===== src/ccad_consts.vh =====
/*
 Constants for the conversion control and auxiliary decimator core.
 Assumes inclusion by bare name from a file that needs these macros.
*/
`ifndef CCAD_CONSTS_VH
`define CCAD_CONSTS_VH
// Register byte offsets on the plain register port.
`define CCAD_OFF_MODE_REGISTER_ZERO 4'h0
`define CCAD_OFF_AUXCFG 4'h4
`define CCAD_OFF_STATUS 4'h8
`define CCAD_OFF_AUXDATA 4'hc
// Field positions and reset values.
`define CCAD_BIT_STYLE 6
`define CCAD_MODE_REGISTER_ZERO_RST 8'h00
`define CCAD_AUXCFG_RST 8'h00
`define CCAD_ST_MAIN 0
`define CCAD_ST_AUX 1
`define CCAD_ST_NEW 2
`define CCAD_ST_READY_N 3
// Aux rate select codes.
`define CCAD_RATE_10 2'b00
`define CCAD_RATE_100 2'b01
`define CCAD_RATE_400 2'b10
`define CCAD_RATE_800 2'b11
// Divider, stop setup and conversion in master-clock periods; first-stage decimation in samples, second-stage decimation and settle count in first-stage outputs.
`define CCAD_MOD_DIV 144
`define CCAD_DEC_A_512 512
`define CCAD_DEC_A_128 128
`define CCAD_DEC_A_64 64
`define CCAD_DEC_B 10
`define CCAD_STOP_SETUP 16
`define CCAD_MAIN_CONV 1024
`define CCAD_SETTLE 2'd3
// First seven opcode bits, captured on the seventh falling edge.
`define CCAD_OP_MAIN_BEGIN 7'h04
`define CCAD_OP_MAIN_HALT 7'h05
`define CCAD_OP_AUX_BEGIN 7'h06
`define CCAD_OP_AUX_HALT 7'h07
`endif


===== src/ccad_core.v =====
/*
 Main conversion control and auxiliary sinc3/sinc1 decimator.
 Assumes clk_i is the master clock; start pin and serial pins are
 asynchronous, aux_mod_bit_i comes from logic on clk_i.
*/
`include "ccad_consts.vh"
`timescale 1ns/10ps
`default_nettype none

module ccad_core #(
  parameter MOD_DIV = `CCAD_MOD_DIV,
  parameter MAIN_CONV_CYCLES = `CCAD_MAIN_CONV,
  parameter STOP_SETUP = `CCAD_STOP_SETUP
) (
  // Clock and reset
  input wire clk_i,
  input wire rst_i,
  // Pins
  input wire start_pin_i,
  input wire sclk_i,
  input wire sdi_i,
  input wire cs_n_i,
  output wire result_ready_n_o,
  // Aux modulator and main active flag
  input wire aux_mod_bit_i,
  output wire aux_sample_o,
  output wire main_active_o,
  // Register port
  input wire [3:0] addr_i,
  input wire [31:0] wdata_i,
  input wire wr_i,
  input wire rd_i,
  output wire [31:0] rdata_o
);

  localparam [1:0] ST_IDLE = 2'b01;
  localparam [1:0] ST_CONV = 2'b10;
  localparam [7:0] MOD_LAST = MOD_DIV - 1;
  localparam [19:0] CONV_LAST = MAIN_CONV_CYCLES - 1;
  localparam [19:0] LATE_AT = MAIN_CONV_CYCLES - STOP_SETUP;
  localparam [19:0] REARM_AT = MAIN_CONV_CYCLES / 2;
  localparam [3:0] B_LAST = `CCAD_DEC_B - 1;

  // Decimation count minus one for the first stage.
  function [9:0] dec_last;
    input [1:0] rate;
    begin
      case (rate)
        `CCAD_RATE_800: dec_last = `CCAD_DEC_A_64 - 1;
        `CCAD_RATE_400: dec_last = `CCAD_DEC_A_128 - 1;
        default: dec_last = `CCAD_DEC_A_512 - 1;
      endcase
    end
  endfunction

  // Left shift that brings every sinc3 gain to full scale of 2^27.
  function [3:0] norm_shift;
    input [1:0] rate;
    begin
      case (rate)
        `CCAD_RATE_800: norm_shift = 4'h9;
        `CCAD_RATE_400: norm_shift = 4'h6;
        default: norm_shift = 4'h0;
      endcase
    end
  endfunction

  // Division by ten through a fixed-point reciprocal; the error stays
  // below one part in ten thousand and never overflows 24 bits.
  function [23:0] div10;
    input [27:0] sum;
    reg [40:0] prod;
    begin
      prod = sum * 13'h199a;
      div10 = prod[39:16];
    end
  endfunction

  // Synchronisers: stage 0 feeds only stage 1.
  reg [2:0] start_s_q;
  reg [2:0] sclk_s_q;
  reg [1:0] sdi_s_q;
  reg [1:0] cs_s_q;

  always @(posedge clk_i or posedge rst_i) begin
    if (rst_i) begin
      start_s_q <= 3'h0;
      sclk_s_q <= 3'h0;
      sdi_s_q <= 2'h0;
      cs_s_q <= 2'h3;
    end else begin
      start_s_q <= {start_s_q[1:0], start_pin_i};
      sclk_s_q <= {sclk_s_q[1:0], sclk_i};
      sdi_s_q <= {sdi_s_q[0], sdi_i};
      cs_s_q <= {cs_s_q[0], cs_n_i};
    end
  end

  wire pin_rise = start_s_q[1] & ~start_s_q[2];
  wire pin_fall = ~start_s_q[1] & start_s_q[2];
  wire sclk_fall = ~sclk_s_q[1] & sclk_s_q[2];

  // Serial opcode capture.
  reg [2:0] bitcnt_q;
  reg [5:0] shift_q;

  always @(posedge clk_i or posedge rst_i) begin
    if (rst_i) begin
      bitcnt_q <= 3'h0;
      shift_q <= 6'h00;
    end else if (cs_s_q[1]) begin
      bitcnt_q <= 3'h0;
    end else if (sclk_fall) begin
      bitcnt_q <= bitcnt_q + 3'h1;
      shift_q <= {shift_q[4:0], sdi_s_q[1]};
    end
  end

  wire [6:0] op7 = {shift_q, sdi_s_q[1]};
  wire op_take = sclk_fall & ~cs_s_q[1] & (bitcnt_q == 3'h6);
  wire main_begin = op_take & (op7 == `CCAD_OP_MAIN_BEGIN);
  wire main_halt = op_take & (op7 == `CCAD_OP_MAIN_HALT);
  wire aux_begin = op_take & (op7 == `CCAD_OP_AUX_BEGIN);
  wire aux_halt = op_take & (op7 == `CCAD_OP_AUX_HALT);

  // Registers.
  reg [7:0] mode_register_zero_q;
  reg [7:0] auxcfg_q;
  reg [31:0] rdata_q;
  wire cfg_wr = wr_i & (addr_i == `CCAD_OFF_AUXCFG);
  wire data_rd = rd_i & (addr_i == `CCAD_OFF_AUXDATA);
  wire style_pulse = mode_register_zero_q[`CCAD_BIT_STYLE];
  wire [1:0] rate = auxcfg_q[1:0];

  // Main converter control; the pin acts here only, opcodes here and on the aux converter.
  wire start_ev = pin_rise | main_begin;
  wire stop_ev = pin_fall | main_halt;
  reg [1:0] mst_q;
  reg [19:0] mcnt_q;
  reg pulse_q;
  reg stop_pend_q;
  reg stop_late_q;
  reg ready_n_q;

  always @(posedge clk_i or posedge rst_i) begin
    if (rst_i) begin
      mst_q <= ST_IDLE;
      mcnt_q <= 20'h0;
      pulse_q <= 1'b0;
      stop_pend_q <= 1'b0;
      stop_late_q <= 1'b0;
      ready_n_q <= 1'b1;
    end else begin
      case (mst_q)
        ST_IDLE: begin
          if (start_ev) begin
            mst_q <= ST_CONV;
            mcnt_q <= 20'h0;
            pulse_q <= style_pulse;
            stop_pend_q <= 1'b0;
            stop_late_q <= 1'b0;
            ready_n_q <= 1'b1;
          end
        end
        ST_CONV: begin
          if (start_ev) begin
            // A fresh start restarts the conversion under way.
            mcnt_q <= 20'h0;
            pulse_q <= style_pulse;
            stop_pend_q <= 1'b0;
            stop_late_q <= 1'b0;
            ready_n_q <= 1'b1;
          end else if (mcnt_q == CONV_LAST) begin
            ready_n_q <= 1'b0;
            mcnt_q <= 20'h0;
            stop_late_q <= 1'b0;
            // A stop inside the setup window carries into the next one.
            if (pulse_q | stop_pend_q) begin
              mst_q <= ST_IDLE;
              stop_pend_q <= 1'b0;
            end else begin
              stop_pend_q <= stop_late_q | (stop_ev & ~pulse_q);
            end
          end else begin
            mcnt_q <= mcnt_q + 20'h1;
            if (mcnt_q == REARM_AT && !pulse_q) begin
              ready_n_q <= 1'b1;
            end
            if (stop_ev && !pulse_q) begin
              if (mcnt_q < LATE_AT) begin
                stop_pend_q <= 1'b1;
              end else begin
                stop_late_q <= 1'b1;
              end
            end
          end
        end
        default: mst_q <= ST_IDLE;
      endcase
    end
  end

  // Aux converter, controlled by opcodes only.
  reg aux_run_q;
  reg [7:0] mdiv_q;
  reg samp_q;
  reg [29:0] i1_q;
  reg [29:0] i2_q;
  reg [29:0] i3_q;
  reg [29:0] d1_q;
  reg [29:0] d2_q;
  reg [29:0] d3_q;
  reg [9:0] dcnt_q;
  reg [1:0] settle_q;
  reg [27:0] s2sum_q;
  reg [3:0] s2cnt_q;
  reg [23:0] aux_data_q;
  reg aux_new_q;

  wire clr = aux_begin | aux_halt | cfg_wr;
  wire [29:0] c1 = i3_q - d1_q;
  wire [29:0] c2 = c1 - d2_q;
  wire [29:0] c3 = c2 - d3_q;
  wire [27:0] c3n = c3[27:0] << norm_shift(rate);
  wire [23:0] s1 = c3n[27:4];
  wire [27:0] s2next = s2sum_q + {4'h0, s1};
  wire dec_hit = samp_q & (dcnt_q == dec_last(rate));
  wire out_ok = dec_hit & (settle_q == `CCAD_SETTLE);

  always @(posedge clk_i or posedge rst_i) begin
    if (rst_i) begin
      aux_run_q <= 1'b0;
      mdiv_q <= 8'h00;
      samp_q <= 1'b0;
    end else begin
      if (aux_begin) begin
        aux_run_q <= 1'b1;
      end else if (aux_halt) begin
        aux_run_q <= 1'b0;
      end
      mdiv_q <= (mdiv_q == MOD_LAST || clr) ? 8'h00 : mdiv_q + 8'h01;
      samp_q <= aux_run_q & ~clr & (mdiv_q == MOD_LAST);
    end
  end

  always @(posedge clk_i or posedge rst_i) begin
    if (rst_i) begin
      i1_q <= 30'h0;
      i2_q <= 30'h0;
      i3_q <= 30'h0;
      d1_q <= 30'h0;
      d2_q <= 30'h0;
      d3_q <= 30'h0;
      dcnt_q <= 10'h0;
      settle_q <= 2'd0;
      s2sum_q <= 28'h0;
      s2cnt_q <= 4'h0;
    end else if (clr) begin
      // Rate change or start flushes the filter and its settling count.
      i1_q <= 30'h0;
      i2_q <= 30'h0;
      i3_q <= 30'h0;
      d1_q <= 30'h0;
      d2_q <= 30'h0;
      d3_q <= 30'h0;
      dcnt_q <= 10'h0;
      settle_q <= 2'd0;
      s2sum_q <= 28'h0;
      s2cnt_q <= 4'h0;
    end else if (samp_q) begin
      i1_q <= i1_q + {29'h0, aux_mod_bit_i};
      i2_q <= i2_q + i1_q;
      i3_q <= i3_q + i2_q;
      if (dec_hit) begin
        dcnt_q <= 10'h0;
        d1_q <= i3_q;
        d2_q <= c1;
        d3_q <= c2;
        if (settle_q != `CCAD_SETTLE) begin
          settle_q <= settle_q + 2'd1;
        end else if (rate == `CCAD_RATE_10) begin
          s2sum_q <= (s2cnt_q == B_LAST) ? 28'h0 : s2next;
          s2cnt_q <= (s2cnt_q == B_LAST) ? 4'h0 : s2cnt_q + 4'h1;
        end
      end else begin
        dcnt_q <= dcnt_q + 10'h1;
      end
    end
  end

  wire aux_load = out_ok & ((rate != `CCAD_RATE_10) | (s2cnt_q == B_LAST));

  always @(posedge clk_i or posedge rst_i) begin
    if (rst_i) begin
      aux_data_q <= 24'h0;
      aux_new_q <= 1'b0;
    end else begin
      if (aux_load) begin
        // The whole word changes in one edge.
        aux_data_q <= (rate == `CCAD_RATE_10) ? div10(s2next) : s1;
        aux_new_q <= 1'b1;
      end else if (data_rd) begin
        aux_new_q <= 1'b0;
      end
    end
  end

  // Register port; read data stand for one cycle only.
  always @(posedge clk_i or posedge rst_i) begin
    if (rst_i) begin
      mode_register_zero_q <= `CCAD_MODE_REGISTER_ZERO_RST;
      auxcfg_q <= `CCAD_AUXCFG_RST;
      rdata_q <= 32'h0;
    end else begin
      if (wr_i && addr_i == `CCAD_OFF_MODE_REGISTER_ZERO) begin
        mode_register_zero_q <= wdata_i[7:0];
      end
      if (cfg_wr) begin
        auxcfg_q <= wdata_i[7:0];
      end
      if (rd_i) begin
        case (addr_i)
          `CCAD_OFF_MODE_REGISTER_ZERO: rdata_q <= {24'h0, mode_register_zero_q};
          `CCAD_OFF_AUXCFG: rdata_q <= {24'h0, auxcfg_q};
          `CCAD_OFF_STATUS: rdata_q <= {28'h0, ready_n_q, aux_new_q, aux_run_q, mst_q[1]};
          `CCAD_OFF_AUXDATA: rdata_q <= {8'h0, aux_data_q};
          default: rdata_q <= 32'h0;
        endcase
      end else begin
        rdata_q <= 32'h0;
      end
    end
  end

  assign result_ready_n_o = ready_n_q;
  assign aux_sample_o = samp_q;
  assign main_active_o = mst_q[1];
  assign rdata_o = rdata_q;

endmodule
`default_nettype wire


===== config.mk =====
export PLATFORM = sky130hd
export DESIGN_NAME = ccad_core
export DESIGN_NICKNAME = d
export VERILOG_FILES = /design/src/ccad_core.v
export VERILOG_INCLUDE_DIRS = /design/src
export SDC_FILE = /design/constraint.sdc
export NUM_CORES = 1
export LEC_CHECK = 0
export ABC_AREA = 1
export BUFFER_PORTS_ARGS = -buffer_cell sky130_fd_sc_hd__buf_2
export CAP_MARGIN = 30
export CORE_UTILIZATION = 35
export CTS_CLUSTER_DIAMETER = 50
export DETAILED_ROUTE_END_ITERATION = 10
export PLACE_DENSITY = 0.53
export SETUP_SLACK_MARGIN = 0.3
export SLEW_MARGIN = 10
export SYNTH_ARGS = -nofsm -noshare
export SYNTH_HDL_FRONTEND = slang
export SYNTH_SLANG_ARGS = --single-unit
export TNS_END_PERCENT = 50

===== constraint.sdc =====
create_clock -name clk_i -period 29.6 [get_ports clk_i]
set_clock_uncertainty 0.05 [all_clocks]
set_input_delay 2.96 -clock clk_i [delete_from_list [all_inputs] [get_ports clk_i]]
set_output_delay 2.96 -clock clk_i [all_outputs]
set_load 0.005 [all_outputs]

# After elaboration in Yosys (flattened, before gate mapping)
# Index checks and enable logic that the tools add are counted.
[totals]
mem_count = 0
word_cells = 203
regBits = 346
rom_bits = 0
latchBits = 0
mem_bits_rw = 0
[op_classes]
n_addsub = 13
order_cmp = 1
reduce_logical = 27
mux = 72
n_eq_ne = 28
bitwise = 30
mul = 1
shifts = 1
div_mod_pow = 0
[op_table]
columns = ["operator", "count"]
rows = [
  ["$mux W28", 15],
  ["$mux W30", 6],
  ["$pmux W24 S4", 1],
  ["$sub A28 B28 Y28", 3],
  ["$add A30 B30 Y30", 2],
  ["$mux W20", 3],
  ["$eq A20 B10 Y1 const B", 2],
  ["$pmux W20 S2", 1],
  ["$mul A28 B12 Y39 const B", 1],
  ["$mux W32", 1],
  ["$add A30 B1 Y30", 1],
  ["$mux W10", 3],
  ["$add A28 B24 Y28", 1],
  ["$eq A7 B3 Y1 const B", 4],
  ["$shl A28 B4 Y28", 1],
  ["$mux W24", 1],
  ["$mux W4", 6],
  ["$add A20 B1 Y20 const B", 1],
  ["$lt A20 B10 Y1 const B", 1],
  ["$mux W1", 18],
  ["$pmux W9 S2", 1],
  ["$reduce_bool A2 Y1", 9],
  ["$and A1 B1 Y1", 17],
  ["$mux W2", 8],
  ["other kinds (30)", 66],
]

# Logic depth before layout (Yosys ltp)
# Gate-level depths: netlist of run 1.
[logic_depth]
depth_word = 12
ltp_mapped = 68
ltp_nobuf = 68

# Worst setup path before layout of run 1
# OpenSTA, ideal clock, no wires.
[synth_path]
path_type = "register to register"
startpoint = "register i3_q[0]"
endpoint = "register aux_data_q[22]"
n_path_buf = 0
t_required_ns = 29.433
arrival_ns = 9.860
synth_period_minus_slack_ns = 10.027
slack_ns = 19.573
setup_time_ns = 0.117
stages_incl_launch_ff = 57
path_cell_list = "dfrtp_1 > inv_1 > ha_1 > inv_1 > fa_1 > nand3_1 > nand2_1 > a21oi_2 > o21ai_2 > a21oi_2 > o21ai_2 > a21oi_2 > o21ai_1 > nand2_1 > inv_1 > or2_1 > ha_1 > a21o_1 > [... 21 more ...] > ha_1 > fa_1 > fa_1 > fa_1 > inv_1 > fa_1 > inv_1 > ha_1 > a21oi_1 > inv_1 > a21oi_1 > nor2_1 > a2111oi_0 > nand2_1 > nand2_1 > nand3_1 > nand2_1 > nand2_1"
[synth_between]
elab_chain_cells = 7
[synth_rtl]
columns = ["item", "line_no", "source"]
rows = [
  ["from (decl)", "ccad_core.v:209", "reg [29:0] i3_q;"],
  ["from (signal assigned)", "ccad_core.v:273", "i3_q <= i3_q + i2_q;"],
  ["$sub A28 B28 Y28 (*)", "ccad_core.v:221", "wire [29:0] c1 = i3_q - d1_q;"],
  ["$sub A28 B28 Y28 (*)", "ccad_core.v:222", "wire [29:0] c2 = c1 - d2_q;"],
  ["$sub A28 B28 Y28 (*)", "ccad_core.v:223", "wire [29:0] c3 = c2 - d3_q;"],
  ["$shl A28 B4 Y28 (*)", "ccad_core.v:224", "wire [27:0] c3n = c3[27:0] << norm_shift(rate);"],
  ["$add A28 B24 Y28", "ccad_core.v:226", "wire [27:0] s2next = s2sum_q + {4'h0, s1};"],
  ["$mul A28 B12 Y39", "ccad_core.v:74", "prod = sum * 13'h199a;"],
  ["$mux W24 (*)", "ccad_core.v:300", "aux_data_q <= (rate == `CCAD_RATE_10) ? div10(s2next) : s1;"],
  ["to (signal assigned)", "ccad_core.v:300", ""],
  ["to (decl)", "ccad_core.v:217", "reg [23:0] aux_data_q;"],
]
# Mark *: on every way between the ends. The rest lies on a longest branch, timed or not.
# A chain may end at the register's enable or synchronous reset.

# Final worst setup path of run 1
[layout_path]
startpoint = "register i3_q[0]"
endpoint = "register aux_data_q[23]"
# Same word-level chain as after synthesis.

==> flow_summary.ini, run 1 <==
[clock_network]
cts-root-buf = clkbuf_16
cts-buffers-inserted = 56
post_cts_buffers = 0
h-tree-depth = 2
cts_tree = built
cts_resized = 0
worstSkewPairLatency_ns = 0.64
cts.clk_slew.worst_paths_ns = 0.05
cts_buffer_depth = 3
clock_sinks = 332
ctsHoldBuffers = 0

[power_and_ir_drop]
p_int_mw = 1.23
leakage_nw = 17.2
p_seq_share_pct = 22.4
clkPwrFrac_pct = 30.4
worst_ir_drop_vdd_v = 0.0000617
comb_power_share_pct = 47.2
switching_power_mw = 0.947
switching_share_pct = 43.5
finalPower_mw = 2.18
p_per_area_nw_per_um2 = 67.6

[logic_synthesis]
ys_warn_count = 0
synth_area_leader_cell = dfrtp_1
synth_area_um2 = 28800
syn_avg_cell_area_um2 = 7.81
ys_types = 77
synth_flop_cell = dfrtp_1
synth-seq-area-share_pct = 28.9
synth_most_common_cell = nand2_1
synth_edf_count = 0
synth_area_leaders = dfrtp_1, ha_1, nand2_1, fa_1, inv_1
ys_async_sr_fraction_pct = 100
synth_cells = 3681
synth.top_cell.area_share_pct = 28.5
ys_top_cells_by_count = nand2_1, inv_1, dfrtp_1
yosys_register_bits = 332

[cells_and_area]
syn_to_final_growth_pct = 12.0
fillerInstances = 8418
fin_util_pct = 39.8
fin_nets = 4231
final_layout_size_suffix_gt1_share_pct = 6.59
diodes = 0

[critical_path]
critPathArrivalTime_ns = 12.79
crit_slowest_cell = fa_1
reg2reg_depth = 62
cp_max_fo = 6
r2r-start = i3_q[0]
required_ns = 30.02
r2r_slack_ns = 17.23
worstReg2RegEnd = aux_data_q[23]
path_common_cell = inv_1
slowest_delay_ns = 0.55
end_kind = flop
setup.worst_path.start_class = flop
critPathKind = flop to flop

[grt]
grt_max_degree = 159
grt_busiest_layer = met2
grt_pass1_vias = 24400
use_met1_pct = 23.1
grt_usage_pct = 18.3
grt_util_met3_pct = 1.96
antenna_found_initial = 1
met2_usage_pct = 32.6
grt_first_pass_wirelength_um = 124000
grt_overflow_total = 0

[worst_hold_path]
hp-class = flop to flop
worstHoldPathCells = 0
whs_endpoint = sclk_s_q[1]
hold_start = sclk_s_q[0]

[drt]
first_pass_iters = 5
drt_first_iter_violations = 1113
final_antenna_net_count = 0
via_per_inst = 4.95
wire_per_inst_um = 15.4
drt-total-wl_um = 74800
route.detailed.drc = 0
vias = 24000

[floorplanning]
start_util_pct = 35.5
die_w_um = 289
die-height_um = 289
core_area_um2 = 80900
die-area_um2 = 83300
num_io_pins = 80
rows = 104

[place]
place_congestion = 0.884
port_buffers = 47
dp_hpwl_um = 59500

[sta]
period_needed_ns = 12.37
slew_viol_final = 0
clock.fmax_ghz = 0.0808
setup_viol = 0
finalCritPeriodShare_pct = 41.8
setup_tns_ns = 0
worst-slew-pin-transition_ns = 0.993
rsz0062_at_grt = no
timing.slew.headroom_pct = 33.8
finalHoldViolations = 0

[job]
cap_violations = 0

[outcome]
status = complete, no violations
-- sequential cells by signal, indices dropped and copies added (netlist names), 4 cells and up --
signal	cells
aux_data_q	24
auxcfg_q	8
d1_q	28
d2_q	28
d3_q	28
dcnt_q	10
i1_q	28
i2_q	28
i3_q	28
mcnt_q	20
mdiv_q	8
mode_register_zero_q	8
rdata_o	24
s2cnt_q	4
s2sum_q	28
shift_q	6
-- per-layer routing --
layer | part of all wire [%] | vias to the layer above
met1 | 46 | 11200
li1 | - | 12300
met5 | 0 | -
met3 | 3.2 | 127
met4 | 2.9 | 0
met2 | 48 | 368
-- cell families (layout without fill, tap and decap cells) --
logic type,count (synthesis),in the layout,synth area share [%]
multiplexers,1,1,0.0348
XOR/XNOR,134,134,4.13
adder cells (fa/ha/maj),441,441,22.3
flip-flops,332,332,28.9
other,1,8,0.0130
buffers and inverters,699,803,9.32
AO/OA/AOI/OAI,803,803,16.2
AND/OR/NAND/NOR,1270,1270,19.1
-- placed cells by master, fill, tap and decap left out, types with 18 or more instances in the layout --
| master | count |
|---|---|
| ha_1 | 321 |
| a21o_1 | 29 |
| o21bai_1 | 19 |
| nand4_1 | 31 |
| o21ai_1 | 21 |
| a22o_1 | 21 |
| nand2_1 | 720 |
| o22ai_1 | 51 |
| o21ai_0 | 267 |
| fa_1 | 120 |
| nor2_1 | 230 |
| dfrtp_1 | 328 |
| nor4_1 | 18 |
| clkbuf_16 | 57 |
| nor3_1 | 46 |
| nand3_1 | 148 |
| buf_4 | 18 |
| inv_1 | 621 |
| a31oi_1 | 20 |
| xor2_1 | 83 |
| xnor2_1 | 49 |
| buf_2 | 47 |
| a21oi_1 | 273 |
-- metrics by stage --
step / hold WS (ns) / std cells / area (um^2) / setup WS, ns
2_1_floorplan: 0.281 / 3688 / 28800 / 17.40
3_3_place_gp: 0.285 / 4745 / 30200 / 17.15
3_5_place_dp: 0.291 / 4746 / 30200 / 17.21
4_1_cts: 0.305 / 4851 / 32200 / 17.11
5_1_grt: 0.311 / 4852 / 32200 / 16.28
6_report: 0.301 / 4852 / 32200 / 17.23
-- critical path: cells and delay by family (launching register included) --
kind	cells	cell delay, ns
compound gates	18	3.64
xor+xnor	4	1.06
fa+ha+maj	11	4.46
buf+inv	12	0.93
flops	1	0.37
simple gates	17	1.69
-- area by class of cell --
type / count / area (um^2) / area share, %
Clock inverter: 35 / 388 / 1.20
Tap cell: 1060 / 1330 / 4.12
Inverter: 630 / 2370 / 7.37
Clock buffer: 70 / 1550 / 4.80
Timing Repair Buffer: 68 / 445 / 1.38
Multi-Input combinational cell: 2657 / 17800 / 55.3
Sequential cell: 332 / 8310 / 25.8
-- power groups by stage --
| stage | sequential, mW | clock, mW | combinational, mW |
|---|---|---|---|
| global placement | 0.496 | 0 | 1.02 |
| global route | 0.490 | 0.698 | 1.19 |
| CTS | 0.488 | 0.682 | 1.03 |
| floorplan | 0.490 | 0 | 0.751 |
| finish | 0.488 | 0.661 | 1.03 |
| detailed placement | 0.495 | 0 | 1.02 |
-- how the worst max path moves through the flow --
| stage | from | end | slack (ns) | depth (start not counted) |
|---|---|---|---|---|
| final | i3_q[0] | aux_data_q[23] | 17.23 | 62 |
| after global routing | i3_q[0] | aux_data_q[22] | 16.28 | 56 |
| after CTS | i3_q[0] | aux_data_q[22] | 17.11 | 56 |
| after detailed placement | i3_q[0] | aux_data_q[22] | 17.21 | 56 |
| after global placement | i3_q[0] | aux_data_q[22] | 17.15 | 56 |
| after floorplan | rst_i | aux_data_q[0] | 17.40 | 1 |
Note: power is estimated with default switching activity, not from simulation.
==> inputs of run 2 (changes only) <==
Clock period 29.6 ns to 11.7 ns, I/O delays scaled along.
==> run 2 against run 1 <==
Combinational power rose to 2.9 times the previous value. Cell count up 2.3%. Core utilization up 2.1 points. Routed wire length up 4.3%. Sequential power rose to 2.5 times the previous value. Setup slack worse by 16 ns. Sequential share of layout area down 1.3 points. First-iteration DRC count up 5.4%. Global-route usage up 0.60 points. Critical path type unchanged. Critical endpoint unchanged. Largest power group unchanged.
==> flow_summary.ini, run 2 (synthesis results as in run 1) <==
[sta]
slew_viol_final = 0
worst-slew-pin-transition_ns = 1.12
setup_viol = 0
timing.slew.headroom_pct = 25.3
finalHoldViolations = 0
setup_tns_ns = 0
period_needed_ns = 10.84
rsz0062_at_grt = no
clock.fmax_ghz = 0.0923
finalCritPeriodShare_pct = 92.6

[floorplanning]
core_area_um2 = 80900
die_w_um = 289
rows = 104
num_io_pins = 80
die-height_um = 289
die-area_um2 = 83300
start_util_pct = 35.5

[clock_network]
cts.clk_slew.worst_paths_ns = 0.06
worstSkewPairLatency_ns = 0.65
cts_tree = built
h-tree-depth = 2
ctsHoldBuffers = 0
clock_sinks = 332
cts_buffer_depth = 3
cts-buffers-inserted = 58
cts-root-buf = clkbuf_16

[grt]
antenna_found_initial = 1
grt_first_pass_wirelength_um = 128000
grt_max_degree = 146
grt_overflow_total = 0
grt_pass1_vias = 25100
grt_usage_pct = 18.9

[cells_and_area]
diodes = 0
final_common_cell = nand2_1
final_layout_size_suffix_gt1_share_pct = 12.6
layout_common_cells = nand2_1, inv_1, dfrtp_1
syn_to_final_growth_pct = 17.8
stdcell_area_um2 = 33900
fin_nets = 4345

[drt]
via_per_inst = 4.93
wl_met3_um = 2370
drt-total-wl_um = 78000
drt_first_iter_violations = 1173
final_antenna_net_count = 0
route.detailed.drc = 0
wire_per_inst_um = 15.7
top_layer = met4
routedLengthMet1_um = 34400
first_pass_iters = 7
wl_met2_um = 38900
vias = 24500

[place]
post_dp_cell_area_um2 = 30900
dp_hpwl_um = 61000
port_buffers = 47
place_congestion = 0.914

[critical_path]
setup.worst_path.start_class = flop
critPathArrivalTime_ns = 11.33
critPathKind = flop to flop
slowest_delay_ns = 0.57
required_ns = 12.19
end_kind = flop
cp_max_fo = 4
crit_slowest_cell = fa_1

[job]
cap_violations = 0

[power_and_ir_drop]
leakage_nw = 17.9
worst_ir_drop_vdd_v = 0.000147
p_per_area_nw_per_um2 = 176

[worst_hold_path]
hp-class = flop to flop

[outcome]
status = complete, no violations
run 2: layout make-up:
| cell class | instances | area [um^2] |
|---|---|---|
| clock buffers | 70 | 1560 |
| clock inverters | 37 | 450 |
| multi-input cells | 2657 | 18600 |
| fillers | 8358 | 47100 |
| repair buffers | 180 | 1310 |
| inverters | 630 | 2370 |
| well taps | 1060 | 1330 |
| flip-flops and latches | 332 | 8310 |
run 2: repair_timing:
action	4_1_cts	5_1_grt
buffers inserted	0	19
pin swaps	0	52
resized for setup	2	162
setup endpoints to repair	2	21
gates cloned	0	0
run 2: worst paths after layout:
path / from / to / slack, ns / cells past startpoint
max: i3_q[0] / aux_data_q[23] / 0.86 / 61
min: cs_s_q[0] / cs_s_q[1] / 0.31 / 0
max reg2reg: i3_q[0] / aux_data_q[23] / 0.86 / 61
min reg2reg: cs_s_q[0] / cs_s_q[1] / 0.31 / 0
max in group asynchronous: rst_i / shift_q[0] / 10.02 / 3
min in group asynchronous: rst_i / i1_q[1] / 0.38 / 2
run 2: per-stage QoR:
step                      util, %  instances  hold slack (ns)  worst slack [ns]  power [mW]
after global routing         41.9       4966            0.312             0.174        6.46
after detailed placement     38.2       4838            0.297             0.314        4.05
final                        41.9       4966            0.305             0.865        5.95
after global placement       38.2       4837            0.291             0.344        4.05
after floorplan                 -       3688            0.281              1.29        3.14
after CTS                    40.7       4945            0.307             0.308        5.84
run 2: layer usage:
| metal | vias up | track usage (%) |
|---|---|---|
| li1 | 12500 | - |
| met1 | 11400 | 23.2 |
| met2 | 345 | 34.5 |
| met3 | 155 | 2.05 |
| met4 | 0 | 5.78 |
| met5 | - | 0 |
run 2: worst max-delay path: cells and delay by family, from the launching register on:
| family | cells | cell delay (ns) |
|---|---|---|
| fa+ha+maj | 11 | 3.98 |
| simple gates | 23 | 2.45 |
| compound gates | 14 | 2.28 |
| xor+xnor | 4 | 0.82 |
| buf+inv | 9 | 0.76 |
| flops | 1 | 0.38 |
run 2: report_power, final:
part	internal [mW]	switching, mW	total (mW)
sequential	1.20	0.0331	1.23
clock	1.09	0.653	1.75
combinational	1.18	1.80	2.98
total	3.46	2.49	5.95
